`src/rtl/hefp_pkg.sv`:
```
`default_nettype none
package hefp_pkg;
  // ----------------------------------------
  // timing points, in bit times before eof
  // ----------------------------------------
  localparam logic [15:0] HS_EOF1_OFS = 16'h0230; // 560
  localparam logic [15:0] HS_EOF2_OFS = 16'h0040; // 64
  localparam logic [15:0] FS_EOF1_OFS = 16'h0020; // 32
  localparam logic [15:0] FS_EOF2_OFS = 16'h000a; // 10
  // sof decode advance, chosen inside the allowed ranges
  localparam logic [15:0] HS_ADVANCE = 16'h0040; // 64, range 40..192
  localparam logic [15:0] FS_ADVANCE = 16'h0010; // 16, range 16..20
  // rollover limits of the interval counter
  localparam logic [15:0] HS_ROLL = 16'heac0; // 60096
  localparam logic [15:0] FS_ROLL = 16'h2f0a; // 12042
  // host side nominal intervals
  localparam logic [15:0] HS_NOMINAL = 16'hea60; // 60000
  localparam logic [15:0] FS_NOMINAL = 16'h2ee0; // 12000
  // transaction translator sof period: 8 microframes
  localparam logic [2:0] TT_UFRAMES = 3'h7;
  // bit clock of the block is 100 MHz, 10 ns
  localparam int CLK_PERIOD_NS = 10;
  localparam int TT_JITTER_NS = 42;
  localparam int TT_JITTER_CYC = (TT_JITTER_NS / CLK_PERIOD_NS < 1) ?
    1 : TT_JITTER_NS / CLK_PERIOD_NS;
  localparam logic [4:0] HS_DIV = 5'h10; // babble check clock divider
  localparam logic [4:0] REP_JITTER_MAX = 5'h05;
  localparam logic [4:0] SOF_JITTER_MAX = 5'h10;
  localparam logic [4:0] HOST_JITTER_MAX = 5'h04;

  typedef enum logic [1:0] {
    HEFP_UNSYNC,
    HEFP_FIRST,
    HEFP_LOCKED
  } hefp_sync_type;
endpackage
`default_nettype wire

```
`src/rtl/hefp_link_if.sv`:
```
`default_nettype none
interface hefp_link_if;
  logic sof;          // sof token seen on the upstream link, pulse
  logic hs_mode;      // high-speed signalling in use
  logic host_eof1;    // host reached its eof1 point
  logic host_eof2;    // host reached its eof2 point
  logic up_eop;       // hub drives eop upstream, pulse
  logic up_active;    // hub repeating upstream traffic
  modport hub (input sof, input hs_mode, input host_eof1,
    input host_eof2, output up_eop, output up_active);
  modport host (output sof, output hs_mode, output host_eof1,
    output host_eof2, input up_eop, input up_active);
endinterface
`default_nettype wire

```
`src/rtl/hefp_hub.sv`:
```
// Contract
// - timer signals lock when synced to sof
// - block downstream connectivity until locked after resume
// - translator sof interval within 42 ns
// - translator sofs and keepalives from microframe count
// - repeater sof jitter between 0 and 5
// - sof detection jitter at most 16 bits
// - host sof jitter below 4 bits
// - high-speed eof2 64, eof1 560
// - full-speed eof1 32, eof2 10
// - eof points ignored while unlocked
// - eof2 disables ports with upstream connectivity
// - full-speed eof1 sends eop upstream
// - high-speed eof1 tears down upstream connectivity
// - high-speed release on idle and drained buffer
// - abrupt high-speed end must not upset repeater
// - high-speed babble check on bit clock over 16
// - host keeps microframe interval fixed after sync
// - reset or resume unsyncs; two sofs lock
// - interval above limit is rollover, no reload
// - eof points advanced by sof decode delay
`default_nettype none
module hefp_hub
  import hefp_pkg::*;
#(
  parameter int NPORTS = 4
) (
  input wire logic clock,
  input wire logic arst_n,
  input wire logic bus_reset,
  input wire logic resume,
  hefp_link_if.hub link,
  input wire logic [NPORTS-1:0] port_sop,
  input wire logic [NPORTS-1:0] port_idle,
  input wire logic elastic_empty,
  output logic [NPORTS-1:0] port_conn,
  output logic [NPORTS-1:0] port_babble,
  output logic locked,
  output logic eof1_pulse,
  output logic eof2_pulse,
  output logic tt_sof,
  output logic tt_keepalive
);
  // ----------------------------------------
  // frame timer and synchronisation
  // ----------------------------------------
  hefp_sync_type sync_r, sync_nxt;
  logic [15:0] cur_r, cur_nxt;   // interval up counter
  logic [15:0] tmr_r, tmr_nxt;   // frame down counter, eof at zero
  logic [15:0] next_r, next_nxt; // next interval
  logic roll_r, roll_nxt;
  logic [15:0] roll_lim, eof1_at, eof2_at;

  // speed select picks offsets, advanced by decode delay
  always_comb begin
    roll_lim = link.hs_mode ? HS_ROLL : FS_ROLL;
    eof1_at = link.hs_mode ? HS_EOF1_OFS + HS_ADVANCE :
      FS_EOF1_OFS + FS_ADVANCE;
    eof2_at = link.hs_mode ? HS_EOF2_OFS + HS_ADVANCE :
      FS_EOF2_OFS + FS_ADVANCE;
  end

  // timer next state
  always_comb begin
    sync_nxt = sync_r;
    cur_nxt = cur_r;
    tmr_nxt = tmr_r;
    next_nxt = next_r;
    roll_nxt = roll_r;
    if (sync_r != HEFP_UNSYNC && !roll_r) begin
      cur_nxt = cur_r + 16'h0001;
      if (cur_r >= roll_lim) begin
        roll_nxt = 1'b1;
        sync_nxt = HEFP_FIRST; // missed sof drops lock at once
      end
    end
    if (tmr_r == 16'h0000) tmr_nxt = next_r;
    else tmr_nxt = tmr_r - 16'h0001;
    if (bus_reset || resume) begin
      sync_nxt = HEFP_UNSYNC;
      roll_nxt = 1'b0;
      cur_nxt = 16'h0000;
    end else if (link.sof) begin
      cur_nxt = 16'h0000;
      roll_nxt = 1'b0;
      if (sync_r == HEFP_UNSYNC) begin
        sync_nxt = HEFP_FIRST;
      end else if (roll_r) begin
        tmr_nxt = next_r; // missed sof: no reload
        sync_nxt = HEFP_FIRST;
      end else begin
        // counted sof edge gives at most one count of jitter
        tmr_nxt = cur_r;
        next_nxt = cur_r;
        sync_nxt = HEFP_LOCKED; // second sof locks
      end
    end
  end

  // timer registers
  always_ff @(posedge clock or negedge arst_n) begin
    if (!arst_n) begin
      sync_r <= HEFP_UNSYNC;
      cur_r <= 16'h0000;
      tmr_r <= 16'h0000;
      next_r <= 16'h0000;
      roll_r <= 1'b0;
    end else begin
      sync_r <= sync_nxt;
      cur_r <= cur_nxt;
      tmr_r <= tmr_nxt;
      next_r <= next_nxt;
      roll_r <= roll_nxt;
    end
  end

  // ----------------------------------------
  // repeater control
  // ----------------------------------------
  logic lock_nxt, lock_r;
  logic e1_nxt, e1_r, e2_nxt, e2_r;
  logic [NPORTS-1:0] conn_r, conn_nxt, bab_r, bab_nxt;
  logic eop_r, eop_nxt, act_r, act_nxt;

  // eof points act only while locked
  always_comb begin
    lock_nxt = sync_nxt == HEFP_LOCKED;
    e1_nxt = lock_r && tmr_r == eof1_at;
    // hs offsets are multiples of 16: bits 15:4 pick the slot
    e2_nxt = lock_r && (link.hs_mode ?
      tmr_r[15:4] == eof2_at[15:4] && tmr_r[3:0] == 4'h0 :
      tmr_r == eof2_at);
  end

  // per-port connectivity and babble
  always_comb begin
    conn_nxt = conn_r;
    bab_nxt = bab_r;
    for (int i = 0; i < NPORTS; i++) begin
      if (bus_reset || resume) begin
        conn_nxt[i] = 1'b0;
        bab_nxt[i] = 1'b0;
      end else if (e2_r && conn_r[i]) begin
        conn_nxt[i] = 1'b0;
        bab_nxt[i] = 1'b1;
      end else if (e1_r) begin
        conn_nxt[i] = 1'b0;
      end else if (conn_r[i] && link.hs_mode) begin
        // release on idle and empty buffer, not eop
        if (port_idle[i] && elastic_empty) conn_nxt[i] = 1'b0;
      end else if (conn_r[i] && port_idle[i]) begin
        conn_nxt[i] = 1'b0;
      end else if (port_sop[i] && lock_r && !bab_r[i] &&
                   conn_r == '0) begin
        conn_nxt[i] = 1'b1; // blocked until locked
      end
    end
    eop_nxt = e1_r && !link.hs_mode && conn_r != '0;
    act_nxt = conn_nxt != '0;
  end

  // repeater registers
  always_ff @(posedge clock or negedge arst_n) begin
    if (!arst_n) begin
      lock_r <= 1'b0;
      e1_r <= 1'b0;
      e2_r <= 1'b0;
      conn_r <= '0;
      bab_r <= '0;
      eop_r <= 1'b0;
      act_r <= 1'b0;
    end else begin
      lock_r <= lock_nxt;
      e1_r <= e1_nxt;
      e2_r <= e2_nxt;
      conn_r <= conn_nxt;
      bab_r <= bab_nxt;
      eop_r <= eop_nxt;
      act_r <= act_nxt;
    end
  end

  // ----------------------------------------
  // transaction translator sof source
  // ----------------------------------------
  logic [2:0] uf_r, uf_nxt;
  logic tts_r, tts_nxt, ka_r, ka_nxt;

  // one fs sof per 8 microframe timer expiries, exact count
  always_comb begin
    uf_nxt = uf_r;
    tts_nxt = 1'b0;
    ka_nxt = 1'b0;
    if (lock_r && tmr_r == 16'h0000) begin
      uf_nxt = uf_r + 3'h1;
      if (uf_r == TT_UFRAMES) begin
        tts_nxt = 1'b1;
        ka_nxt = 1'b1;
      end
    end
  end

  // translator registers; fixed latency keeps repeat jitter 0
  always_ff @(posedge clock or negedge arst_n) begin
    if (!arst_n) begin
      uf_r <= 3'h0;
      tts_r <= 1'b0;
      ka_r <= 1'b0;
    end else begin
      uf_r <= uf_nxt;
      tts_r <= tts_nxt;
      ka_r <= ka_nxt;
    end
  end

  assign port_conn = conn_r;
  assign port_babble = bab_r;
  assign locked = lock_r;
  assign eof1_pulse = e1_r;
  assign eof2_pulse = e2_r;
  assign tt_sof = tts_r;
  assign tt_keepalive = ka_r;
  assign link.up_eop = eop_r;
  assign link.up_active = act_r;
endmodule
`default_nettype wire

```
`src/flat_wrapper.sv`:
```
// flat-port wrapper written by rule: the top's interface ports become plain ports
module hefp_hub_flat import hefp_pkg::*;
#(
  parameter int NPORTS = 4
)
  (clock, arst_n, bus_reset, resume, port_sop, port_idle, elastic_empty, port_conn, port_babble, locked, eof1_pulse, eof2_pulse, tt_sof, tt_keepalive, link_sof, link_hs_mode, link_host_eof1, link_host_eof2, link_up_eop, link_up_active);
  hefp_link_if link_i ();
  input wire logic clock;
  input wire logic arst_n;
  input wire logic bus_reset;
  input wire logic resume;
  input wire logic [NPORTS-1:0] port_sop;
  input wire logic [NPORTS-1:0] port_idle;
  input wire logic elastic_empty;
  output logic [NPORTS-1:0] port_conn;
  output logic [NPORTS-1:0] port_babble;
  output logic locked;
  output logic eof1_pulse;
  output logic eof2_pulse;
  output logic tt_sof;
  output logic tt_keepalive;
  input wire logic [$bits(link_i.sof)-1:0] link_sof;
  input wire logic [$bits(link_i.hs_mode)-1:0] link_hs_mode;
  input wire logic [$bits(link_i.host_eof1)-1:0] link_host_eof1;
  input wire logic [$bits(link_i.host_eof2)-1:0] link_host_eof2;
  output wire logic [$bits(link_i.up_eop)-1:0] link_up_eop;
  output wire logic [$bits(link_i.up_active)-1:0] link_up_active;
  assign link_i.sof = link_sof;
  assign link_i.hs_mode = link_hs_mode;
  assign link_i.host_eof1 = link_host_eof1;
  assign link_i.host_eof2 = link_host_eof2;
  assign link_up_eop = link_i.up_eop;
  assign link_up_active = link_i.up_active;
  hefp_hub #(.NPORTS(NPORTS)) u_core (.clock(clock), .arst_n(arst_n), .bus_reset(bus_reset), .resume(resume), .link(link_i), .port_sop(port_sop), .port_idle(port_idle), .elastic_empty(elastic_empty), .port_conn(port_conn), .port_babble(port_babble), .locked(locked), .eof1_pulse(eof1_pulse), .eof2_pulse(eof2_pulse), .tt_sof(tt_sof), .tt_keepalive(tt_keepalive));
endmodule
```
`config.mk`:
```
export PLATFORM = sky130hd
export DESIGN_NAME = hefp_hub_flat
export DESIGN_NICKNAME = d
export VERILOG_FILES = /design/src/rtl/hefp_pkg.sv /design/src/rtl/hefp_link_if.sv /design/src/rtl/hefp_hub.sv /design/src/flat_wrapper.sv
export SDC_FILE = /design/constraint.sdc
export NUM_CORES = 1
export LEC_CHECK = 0
export ABC_AREA = 1
export BUFFER_PORTS_ARGS = -buffer_cell sky130_fd_sc_hd__clkbuf_2
export CAP_MARGIN = 20
export CORE_UTILIZATION = 40
export CTS_CLUSTER_SIZE = 28
export DETAILED_ROUTE_END_ITERATION = 7
export SLEW_MARGIN = 30
export SYNTH_ARGS = -nofsm -noshare
export SYNTH_HDL_FRONTEND = slang
export SYNTH_SLANG_ARGS = --single-unit
```
`constraint.sdc`:
```
create_clock -name clock -period 1.91 [get_ports clock]
set_input_delay 0.382 -clock clock [delete_from_list [all_inputs] [get_ports clock]]
set_output_delay 0.382 -clock clock [all_outputs]
set_load 0.01 [all_outputs]
```
# After elaboration in Yosys (flattened, before gate mapping)
# Index checks and enable logic that the tools add are counted.
classes:
  add_sub_neg: 3
  order_cmp: 1
  n_eq_ne: 5
  n_mux: 60
  n_bitwise: 2
  n_reduce_logical: 57
op_table:
  columns: ["operator", "n"]
  rows:
  - ["16-bit two-way mux", 9]
  - ["1-bit two-way mux", 43]
  - ["1-bit logical AND", 35]
  - ["16-bit == test", 2]
  - ["16-bit by 1-bit adder with 16-bit output, second input constant", 1]
  - ["16-bit >= comparator", 1]
  - ["16-bit logical NOT", 1]
  - ["16-bit by 1-bit subtractor with 16-bit output, second input constant", 1]
  - ["12-bit == test", 1]
  - ["2-bit two-way mux", 6]
  - ["10-bit two-way mux", 1]
  - ["2-bit nonzero test", 5]
  - ["4-bit logical NOT", 2]
  - ["8-bit two-way mux", 1]
  - ["4-bit nonzero test", 2]
  - ["1-bit logical NOT", 6]
  - ["3-bit nonzero test", 2]
  - ["3-bit by 1-bit adder with 3-bit output, second input constant", 1]
  - ["3-bit == test, second input constant", 1]
  - ["3-bit AND reduction", 1]
  - ["2-bit == test, second input constant", 1]
  - ["2-bit logical NOT", 1]
  - ["1-bit NOT", 2]
  - ["2-bit AND reduction", 1]
  - ["1-bit logical OR", 1]
totals:
  regBits: 68
  in_bits: 17
  output_inout_bits: 15
  word_cells: 145

# Logic depth before layout (Yosys ltp)
# Gate-level depths: netlist of run 1.
depth:
  word_depth: 10
  mapped_depth: 14
  ltp_nobuf: 14

# Worst setup path after synthesis of run 1
# Ideal clock, no wire load.
synth_path:
  path_type: "input port to flip-flop"
  from: "input link_hs_mode"
  to: "register u_core.lock_r, in the netlist u_core.locked"
  setup_time_ns: 0.122
  arrival_time_ns: 1.574
  t_required_ns: 1.788
  path_slack_ns: 0.214
  cell_stages: 10
  path_buffers: 0
  cell_sequence: "inv_1 ha_1 nand2_1 nor3_1 and2_1 nand2_1 nand3_1 nand2_1 a21oi_1 nor2_1"
synth_via:
  elab_chain_len: 7
synth_rtl:
  columns: ["item", "line_no", "text"]
  rows:
  - ["start, declared", "flat_wrapper.sv:23", "input wire logic [$bits(link_i.hs_mode)-1:0] link_hs_mode;"]
  - ["16-bit two-way mux", "hefp_hub.sv:56", "roll_lim = link.hs_mode ? HS_ROLL : FS_ROLL;"]
  - ["16-bit >= comparator", "hefp_hub.sv:72", "if (cur_r >= roll_lim) begin"]
  - ["2-bit two-way mux", "hefp_hub.sv:72", null]
  - ["2-bit two-way mux", "hefp_hub.sv:70", "if (sync_r != HEFP_UNSYNC && !roll_r) begin"]
  - ["2-bit two-way mux", "hefp_hub.sv:83", "end else if (link.sof) begin"]
  - ["2-bit two-way mux", "hefp_hub.sv:79", "if (bus_reset || resume) begin"]
  - ["net u_core.sync_nxt[0]", "hefp_hub.sv:47", "hefp_sync_type sync_r, sync_nxt;"]
  - ["2-bit == test", "hefp_hub.sv:127", "lock_nxt = sync_nxt == HEFP_LOCKED;"]
  - ["net u_core.lock_nxt", "hefp_hub.sv:120", "logic lock_nxt, lock_r;"]
  - ["end signal, assigned", "hefp_hub.sv:173", "lock_r <= lock_nxt;"]
  - ["end, declared", "hefp_hub.sv:120", null]
# The timed path passes the listed nets, and every way through them passes these cells.
# A chain may end at the register's enable or synchronous reset.

# Worst setup path after layout of run 1
layout_path:
  from: "register u_core.tmr_r[6]"
  to: "register u_core.tmr_r[5]"
layout_via:
  elab_chain_len: 5
layout_rtl:
  columns: ["item", "line_no", "text"]
  rows:
  - ["start, declared", "hefp_hub.sv:49", "logic [15:0] tmr_r, tmr_nxt;"]
  - ["start signal, assigned", "hefp_hub.sv:111", "tmr_r <= tmr_nxt;"]
  - ["16-bit logical NOT *", "hefp_hub.sv:77", "if (tmr_r == 16'h0000) tmr_nxt = next_r;"]
  - ["16-bit two-way mux *", "hefp_hub.sv:77", null]
  - ["16-bit two-way mux", "hefp_hub.sv:86", "if (sync_r == HEFP_UNSYNC) begin"]
  - ["16-bit two-way mux", "hefp_hub.sv:83", null]
  - ["16-bit two-way mux *", "hefp_hub.sv:79", null]
  - ["net u_core.tmr_nxt[5]", "hefp_hub.sv:49", null]
# Mark *: on every way through the listed nets, which the timed path passes. The rest lies on a longest branch.

==> results of run 1 <==
[area by class of cell]
class                   count  area [um2]  share of cell area, %
clock inverters             5        75.1                   1.69
clock buffers              11         141                   3.19
flip-flops and latches     68        1700                   38.4
repair buffers             47         293                   6.61
multi-input cells         356        1800                   40.6
well taps                 129         161                   3.64
inverters                  68         260                   5.88
[power by group]
part	leakage [uW]	total (uW)	internal (uW)	switching (uW)
Sequential	0.000920	1790	1620	175
Clock	0.000113	1320	764	553
Combinational	0.00126	920	380	540
Total	0.00229	4030	2760	1270
[worst paths after layout]
kind | start | to | slack (ns) | cells after the start
max in group asynchronous | arst_n | u_core.tmr_r[1] | 1.57 | 2
min in group clock | link_hs_mode | u_core.link.up_eop | 0.36 | 3
min reg2reg | u_core.uf_r[0] | u_core.uf_r[0] | 0.49 | 1
max reg2reg | u_core.tmr_r[6] | u_core.tmr_r[5] | 0.19 | 8
min | arst_n | u_core.port_conn[0] | 0.03 | 2
max | u_core.tmr_r[6] | u_core.tmr_r[5] | 0.19 | 8
[sequential cells by signal, indices dropped and copies added (netlist names)]
| name | flops |
|---|---|
| u_core.link.up_active | 1 |
| u_core.cur_r | 16 |
| u_core.uf_r | 3 |
| u_core.tt_sof | 1 |
| u_core.sync_r | 2 |
| u_core.eof1_pulse | 1 |
| u_core.next_r | 16 |
| u_core.port_babble | 4 |
| u_core.port_conn | 4 |
| u_core.tmr_r | 16 |
| u_core.eof2_pulse | 1 |
| u_core.locked | 1 |
| u_core.roll_r | 1 |
| u_core.link.up_eop | 1 |
[per-stage QoR]
step	instances	util [%]	power [uW]	hold slack, ns
after floorplan	504	-	2410	0.0864
after global placement	668	45.3	2700	0.431
after detailed placement	668	45.3	2710	0.432
after CTS	684	47.7	4050	0.0388
after global routing	684	47.9	4270	0.0737
final	684	47.9	4030	0.0312
[placed cells by master (no fill, tap or decap), types with 10 or more instances in the layout]
| cell type | count |
|---|---|
| sky130_fd_sc_hd__clkbuf_8 | 10 |
| sky130_fd_sc_hd__o21ai_0 | 62 |
| sky130_fd_sc_hd__a21oi_1 | 20 |
| sky130_fd_sc_hd__nand3_1 | 21 |
| sky130_fd_sc_hd__ha_1 | 13 |
| sky130_fd_sc_hd__inv_1 | 66 |
| sky130_fd_sc_hd__clkbuf_2 | 28 |
| sky130_fd_sc_hd__nor3_1 | 10 |
| sky130_fd_sc_hd__dfrtp_1 | 68 |
| sky130_fd_sc_hd__buf_4 | 17 |
| sky130_fd_sc_hd__nor2_1 | 38 |
| sky130_fd_sc_hd__nand2_1 | 138 |
[logic make-up (layout without fill, tap and decap cells)]
group	Yosys count	in the layout	synth area share, %
compound gates	101	101	14.1
xor+xnor	5	5	1.15
fa+ha+maj	13	13	4.28
buf+inv	80	131	8.53
flops	68	68	44.8
mux	2	2	0.790
simple gates	235	235	26.4
[worst reg2reg max path: stages (launching register included)]
cell and delay (ns):
sky130_fd_sc_hd__dfrtp_1 0.46, sky130_fd_sc_hd__nor2_2 0.16, sky130_fd_sc_hd__nand3_1 0.13, sky130_fd_sc_hd__nor2_2 0.17
sky130_fd_sc_hd__nand3_2 0.15, sky130_fd_sc_hd__buf_4 0.25, sky130_fd_sc_hd__nand3_1 0.11, sky130_fd_sc_hd__o21ai_0 0.08
sky130_fd_sc_hd__o21ai_0 0.14
[routing by layer]
layer,vias up,GRT usage [%]
met3,13,4.78
met1,1591,26.7
met5,-,0
met2,64,33.0
met4,0,7.35
li1,1733,-
[repair_timing]
action                                  in CTS  in global routing
gates resized for setup                      0                  7
endpoints found under the setup margin       0                 11
hold buffers                                 0                  0
==> results.md, run 1 <==
- Signal routing reaches up to met4.
- The final weighted congestion in routability-driven placement is 0.864.
- The fraction of final layout cells with drive strength greater than 1 is 14.2%.
- The total global routing overflow is 0.
- During placement, the flow inserted port buffers numbering 29.
- The startpoint class of the critical path is a flip-flop.
- The required time of the critical path is 2.18 ns.
- Yosys instantiated no cell more often than sky130_fd_sc_hd__nand2_1.
- The HPWL after detailed placement is 6850 um.
- The static leakage power is 0.00229 uW.
- Among all stages on the critical path, the largest delay is contributed by sky130_fd_sc_hd__dfrtp_1.
- Setup violations remaining at the end of the flow were counted as 0.
- The number of pins exceeding their max-slew limit in the final report is 0.
- The net count after synthesis is 534.
- After detailed routing, the wire length on met1 is 4410 um.
- The data arrival time of the critical path is 1.99 ns.
- Max-cap violations in this run came to 0.
- The TritonCTS buffer count is 9.
- A synthesized cell averages 7.54 um2.
- The placed instances occupy a cell area of 4190 um2.
- The post-layout instance area is 4430 um2.
- The sum of routed wire length over all layers is 9300 um.
- The kind of cell with the highest combined delay on the critical path is simple AND/OR/NAND/NOR gates.
- The leading register cell type out of synthesis is sky130_fd_sc_hd__dfrtp_1.
- The final layout contains 580 nets.
- The critical path class is flip-flop to flip-flop.
- Buffers added to address setup during post-CTS repair amount to 0.
- The first global-routing pass estimated 15,600 um of wire.
- Row generation in the floorplan step produced 35 rows.
- The number of antenna violations at the first check in global routing came to 0.
- STA classifies the critical path endpoint as a flip-flop.
- The flow ran to the end, and the final reports show no timing, DRC or antenna violations.
- The setup TNS is 0 ns.
- Setup repair after global routing left no endpoint under its margin.
- The number of flops mapped to enable cells by yosys is 0.
- By count the netlist is led by 139 x sky130_fd_sc_hd__nand2_1, 68 x sky130_fd_sc_hd__dfrtp_1, 66 x sky130_fd_sc_hd__inv_1, 62 x sky130_fd_sc_hd__o21ai_0, 42 x sky130_fd_sc_hd__nor2_1.
- The die height is 99.5 um.
- The maximum operating frequency is 0.581 GHz.
- The pin count of the biggest net entering global routing is 69.
- The proportion of register bits with asynchronous set or reset after synthesis is 100%.
- After the first detailed-routing iteration, the DRC count stood at 144.
- The maximum ir drop on the vdd rail is 470 uV.
- The clock period could shrink to 1.72 ns.
- During synthesis, Yosys emitted a total of 0 warnings.
- The synthesized design devotes to its leading area cell type 44.8% of total area.
- The clock tree skew after final layout is 0.00399 ns.
- Counting along the longest clock path gives a buffer depth of 2.
- The largest area contributor in the synthesized netlist is sky130_fd_sc_hd__dfrtp_1.
- For the pin with the worst max-slew slack, the measured transition is 0.377 ns.
- The area growth from synthesis to layout is 16.6%.
- Of the synthesized area, sequential elements account for 44.8%.
- In this run the clock root is driven by a sky130_fd_sc_hd__clkbuf_8.
- CTS saw 68 sinks.
- The post-synthesis instance total is 504.
- The TritonCTS clock tree is yes.
- For this design the top-level I/O count stands at 32.
- In the final routed layout, each cell accounts on average for 13.6 um.
- The number of global-route vias before repair is 3,246.
- For the worst-skew pair, the clock arrives at the later sink with an insertion delay of 0.35 ns.
- For this design the ratio of total power to cell area is 910 nW/um2.
- The unique cell type count in the Yosys netlist is 38.
- The final antenna diode count is 0.
- The largest fanout of any net on the critical path is 22.
- In the detailed route, the total length drawn on met3 is 377 um.
- At the placement stage, the worst setup path has a slack of -0.0430 ns.
- The number of flip-flops and latches in the synthesized netlist is 68.
- After detailed routing, the number of remaining DRC violations is 0.
- The area of the die is 9890 um2.
- The worst path meets setup with 0.190 ns of slack.
- The buffering stage count on the worst path with inverters included is 1.
- In this run the number of H-tree levels came out at 3.
- The number of fill cells is 924.
- The total via count in the routed design is 3,401.
- The number of endpoints with negative hold slack in the final report is 0.
- In the finished design, the share of the clock period the worst path needs comes to 90.1%.
- The core area is 9240 um2.
- In this run the horizontal extent of the chip is 99.5 um.
- The detailed-routing iteration count for the pre-antenna-repair pass is 4.
- Walking the worst path, the cells encountered are nor2_2 -> nand3_1 -> nor2_2 -> nand3_2 -> buf_4 -> nand3_1 -> o21ai_0 -> o21ai_0.
- Clock-pin slew was measured on the worst setup and hold paths at 0.07 ns.
- The class of the tightest hold or removal check is input port to async pin.
- The length of routed met2 wiring is 4350 um.
- The netlist area before placement is 3800 um2.
- The effective utilization at floorplan is 41.1%.
- In the routed layout, each cell is associated on average with a via count of 4.97.
- Global routing used 20.4% of the available tracks across all layers.
- The headroom to the max-slew limit is 74.9%.
- By area the synthesized netlist is led by sky130_fd_sc_hd__dfrtp_1 45%, sky130_fd_sc_hd__nand2_1 14%, sky130_fd_sc_hd__o21ai_0 8.2%.
- For this run, the slowest stage of the critical path takes 0.46 ns.
- The number of nets still failing antenna checks after routing is 0.
No activity file was read; power rests on OpenSTA's default activity.
==> inputs of run 2 (changes only) <==
==> constraint.sdc (replaced) <==
create_clock -name clock -period 1.91 [get_ports clock]
set_input_delay 0.4775 -clock clock [delete_from_list [all_inputs] [get_ports clock]]
set_output_delay 0.4775 -clock clock [all_outputs]
set_load 0.01 [all_outputs]
==> run 2 against run 1 <==
  * Sequential share of layout area is 0.19 points lower
  * Critical path depth grew 1
  * Clock power about the same
  * Clock-buffer cell count decreased by 2
  * Via count grew 1.5%
  * Sequential cell count unchanged
  * Total power shrank 0.14%
  * Combinational power increased by 0.4%
  * Critical endpoint unchanged
  * Largest cell class unchanged
==> results.md, run 2 (synthesized netlist as in run 1, its figures left out) <==
- Per report_power, the combinational group accounts for 22.9% of the total.
- Data on the critical path arrives at its endpoint at 1.99 ns.
- The first global-routing pass estimated 15,900 um of wire.
- The TritonCTS clock tree is yes.
- The most frequent standard cell in the layout excluding fill and tap cells is sky130_fd_sc_hd__nand2_1.
- In this run the static leakage power is 0.00230 uW.
- After clock tree synthesis, the setup repair step added 0 buffers.
- The internal cell power is 2730 uW.
- The global-route usage over all layers is 20.8%.
- After clock tree synthesis, the clock-pin slew on the worst setup and hold paths is 0.08 ns.
- The flow ran to the end, and the final reports show no timing, DRC or antenna violations.
- The final-report setup violation count is 0.
- In the final layout, the registers with the most flip-flops are u_core.cur_r (16), u_core.next_r (16), u_core.tmr_r (16).
- In this run the count of I/O pins placed on the die edge is 32.
- Setup repair after global routing left no endpoint under its margin.
- The area growth from synthesis to layout is 17.2%.
- The cell total after placement is 670.
- The total power divided by cell area is 904 nW/um2.
- The detailed-route vias per instance is 5.03.
- The post-placement cell area is 4220 um2.
- The top cell types in the final layout, fill and taps aside, are 139 x sky130_fd_sc_hd__nand2_1, 68 x sky130_fd_sc_hd__dfrtp_1, 66 x sky130_fd_sc_hd__inv_1, 62 x sky130_fd_sc_hd__o21ai_0, 40 x sky130_fd_sc_hd__nor2_1.
- The slew at the pin closest to its max-slew limit is 0.486 ns.
- Wires add up to 9440 um.
- For this run, the share of the core covered by cells in the final layout is 48.2%.
- The critical path contains buffers and inverters numbering 2 combined.
- The minimum period implied by the final worst setup slack is 1.72 ns.
- The detailed router placed 3,452 vias in this run.
- In the final routed layout, each cell accounts on average for 13.8 um.
- The required time of the critical path is 2.18 ns.
- The die covers 9890 um2.
- For this design the total switching power over the nets is 1300 uW.
- Summing all multi-input logic gate instances after layout gives 1790 um2.
- The critical path goes through inv_1 -> ha_1 -> nand2_1 -> nor2_2 -> nand3_2 -> buf_6 -> nand3_1 -> o21ai_0 -> o21ai_0.
- The TritonCTS buffer count is 9.
- Clock latency on the worst-skew pair, taken at its later pin, is 0.35 ns.
- The number of design-rule violations left by the first detailed-router iteration is 143.
- Between clock sinks in the finished design, the worst skew comes to 0.00637 ns.
- In this run the worst path has a maximum fanout of 22.
- CTS placed an instance of sky130_fd_sc_hd__clkbuf_8 at the clock tree root.
- Fill cells in the final layout number 930.
- The number of global-route vias before repair is 3,352.
- The number of nets still failing antenna checks after routing is 0.
- In this design, the critical path's most frequently occurring cell is sky130_fd_sc_hd__o21ai_0.
- The pin count of the biggest net entering global routing is 31.
- The total global routing overflow is 0.
- The clock tree synthesis step divided the H-tree into 3 levels.
- Grouping stages by cell kind, the critical path spends the most delay in simple AND/OR/NAND/NOR gates.
- The number of endpoints with negative hold slack in the final report was 0.
- The number of cells in the finished layout apart from fillers is 686.
- The residual DRC count is 0.
- Across all hold checks on the routed design, the worst slack comes to 0.0813 ns.
- The number of pins exceeding their max-slew limit in the final report is 0.
- Across the run, the number of max-cap violations was 0.
- The area of all sequential standard cells is 1700 um2.
- The type of element capturing the critical path is a flip-flop.
- The congestion estimate from routability-driven global placement came to 0.879.
- The headroom to the max-slew limit is 67.6%.
- In this design, the stage delay of the slowest critical-path cell is 0.39 ns.
- The number of standard-cell rows in the floorplan is 35.
- Based on the critical path, the design can be clocked at up to 0.581 GHz.
- The startpoint class of the critical path is a flip-flop.
- The post-route netlist has 14.2% of its cells at a drive strength greater than 1.
- For the final routed database, the setup TNS stands at 0 ns.
- The cell with the largest stage delay on the worst path is sky130_fd_sc_hd__dfrtp_1.
- The post-DP HPWL is 7210 um.
- For this design, the CTS-stage hold fixing added 0 buffers.
- The first TritonRoute pass finished after 4 iterations.
- The setup path with the least slack is of type flip-flop to flip-flop.
- The class of the tightest hold or removal check is input port to async pin.
- The maximum ir drop on the vdd rail is 387 uV.
- The critical path launch point is u_core.tmr_r[0].
- The clock network fraction of design power is 32.4%.
- The clock passes through at most 2 buffers.
- Of the total power, registers draw 44.7%.
- The net switching share of the total power is 32.2%.
- The number of antenna violations at the first check in global routing came to 0.
- The die height is 99.5 um.
- The count of buffers from port buffering is 29.
- The final antenna diode count is 0.
- The initial utilization of the core area, before any placement, comes to 41.1%.
- The core area is 9240 um2.
- The startpoint identified for the worst register-to-register timing path is u_core.tmr_r[0].
- Of the available clock period, the critical path in the final layout requires 90.2%.
- The die width is 99.5 um.
- The number of nets in the finished design is 582.
- The total clock sinks is 68.
- The post-layout instance area is 4450 um2.
run 2: per-stage QoR:
stage	setup slack, ns	total power (uW)
2_1_floorplan	0.118	2410
3_3_place_gp	-0.0906	2710
3_5_place_dp	-0.124	2730
4_1_cts	0.0883	4050
5_1_grt	0.00918	4310
6_report	0.187	4020
run 2: power by group through the flow:
stage                     Combinational [uW]  Sequential [uW]  Clock, uW
after floorplan                          635             1780          0
after global placement                   900             1810          0
after detailed placement                 914             1820          0
after CTS                                921             1790       1340
after global routing                    1080             1820       1400
final                                    924             1800       1300
run 2: worst paths after layout:
kind	to	slack (ns)	depth (start not counted)
max reg2reg	u_core.tmr_r[5]	0.19	9
min reg2reg	u_core.uf_r[0]	0.49	1
max in group asynchronous	u_core.next_r[0]	1.30	2
min in group clock	u_core.port_conn[2]	0.46	4
min	u_core.link.up_active	0.08	1
max	u_core.tmr_r[5]	0.19	9
run 2: timing repair:
item	in CTS	in global routing
resized for setup	0	5
hold endpoints to repair	0	0
endpoints found under the setup margin	0	9
run 2: layout make-up:
cell class | count | area share [%]
Multi-Input combinational cell | 356 | 40.2
Sequential cell | 68 | 38.2
Timing Repair Buffer | 49 | 7.28
Inverter | 68 | 5.85
Tap cell | 129 | 3.63
Clock buffer | 9 | 2.78
Clock inverter | 7 | 2.05
run 2: layer usage:
metal | vias up | part of all wire [%] | global-route usage, %
met1 | 1623 | 47 | 26.8
met3 | 11 | 3.9 | 5.48
met5 | - | 0 | 0
li1 | 1742 | - | -
met4 | 0 | 2.4 | 8.03
met2 | 76 | 47 | 33.5
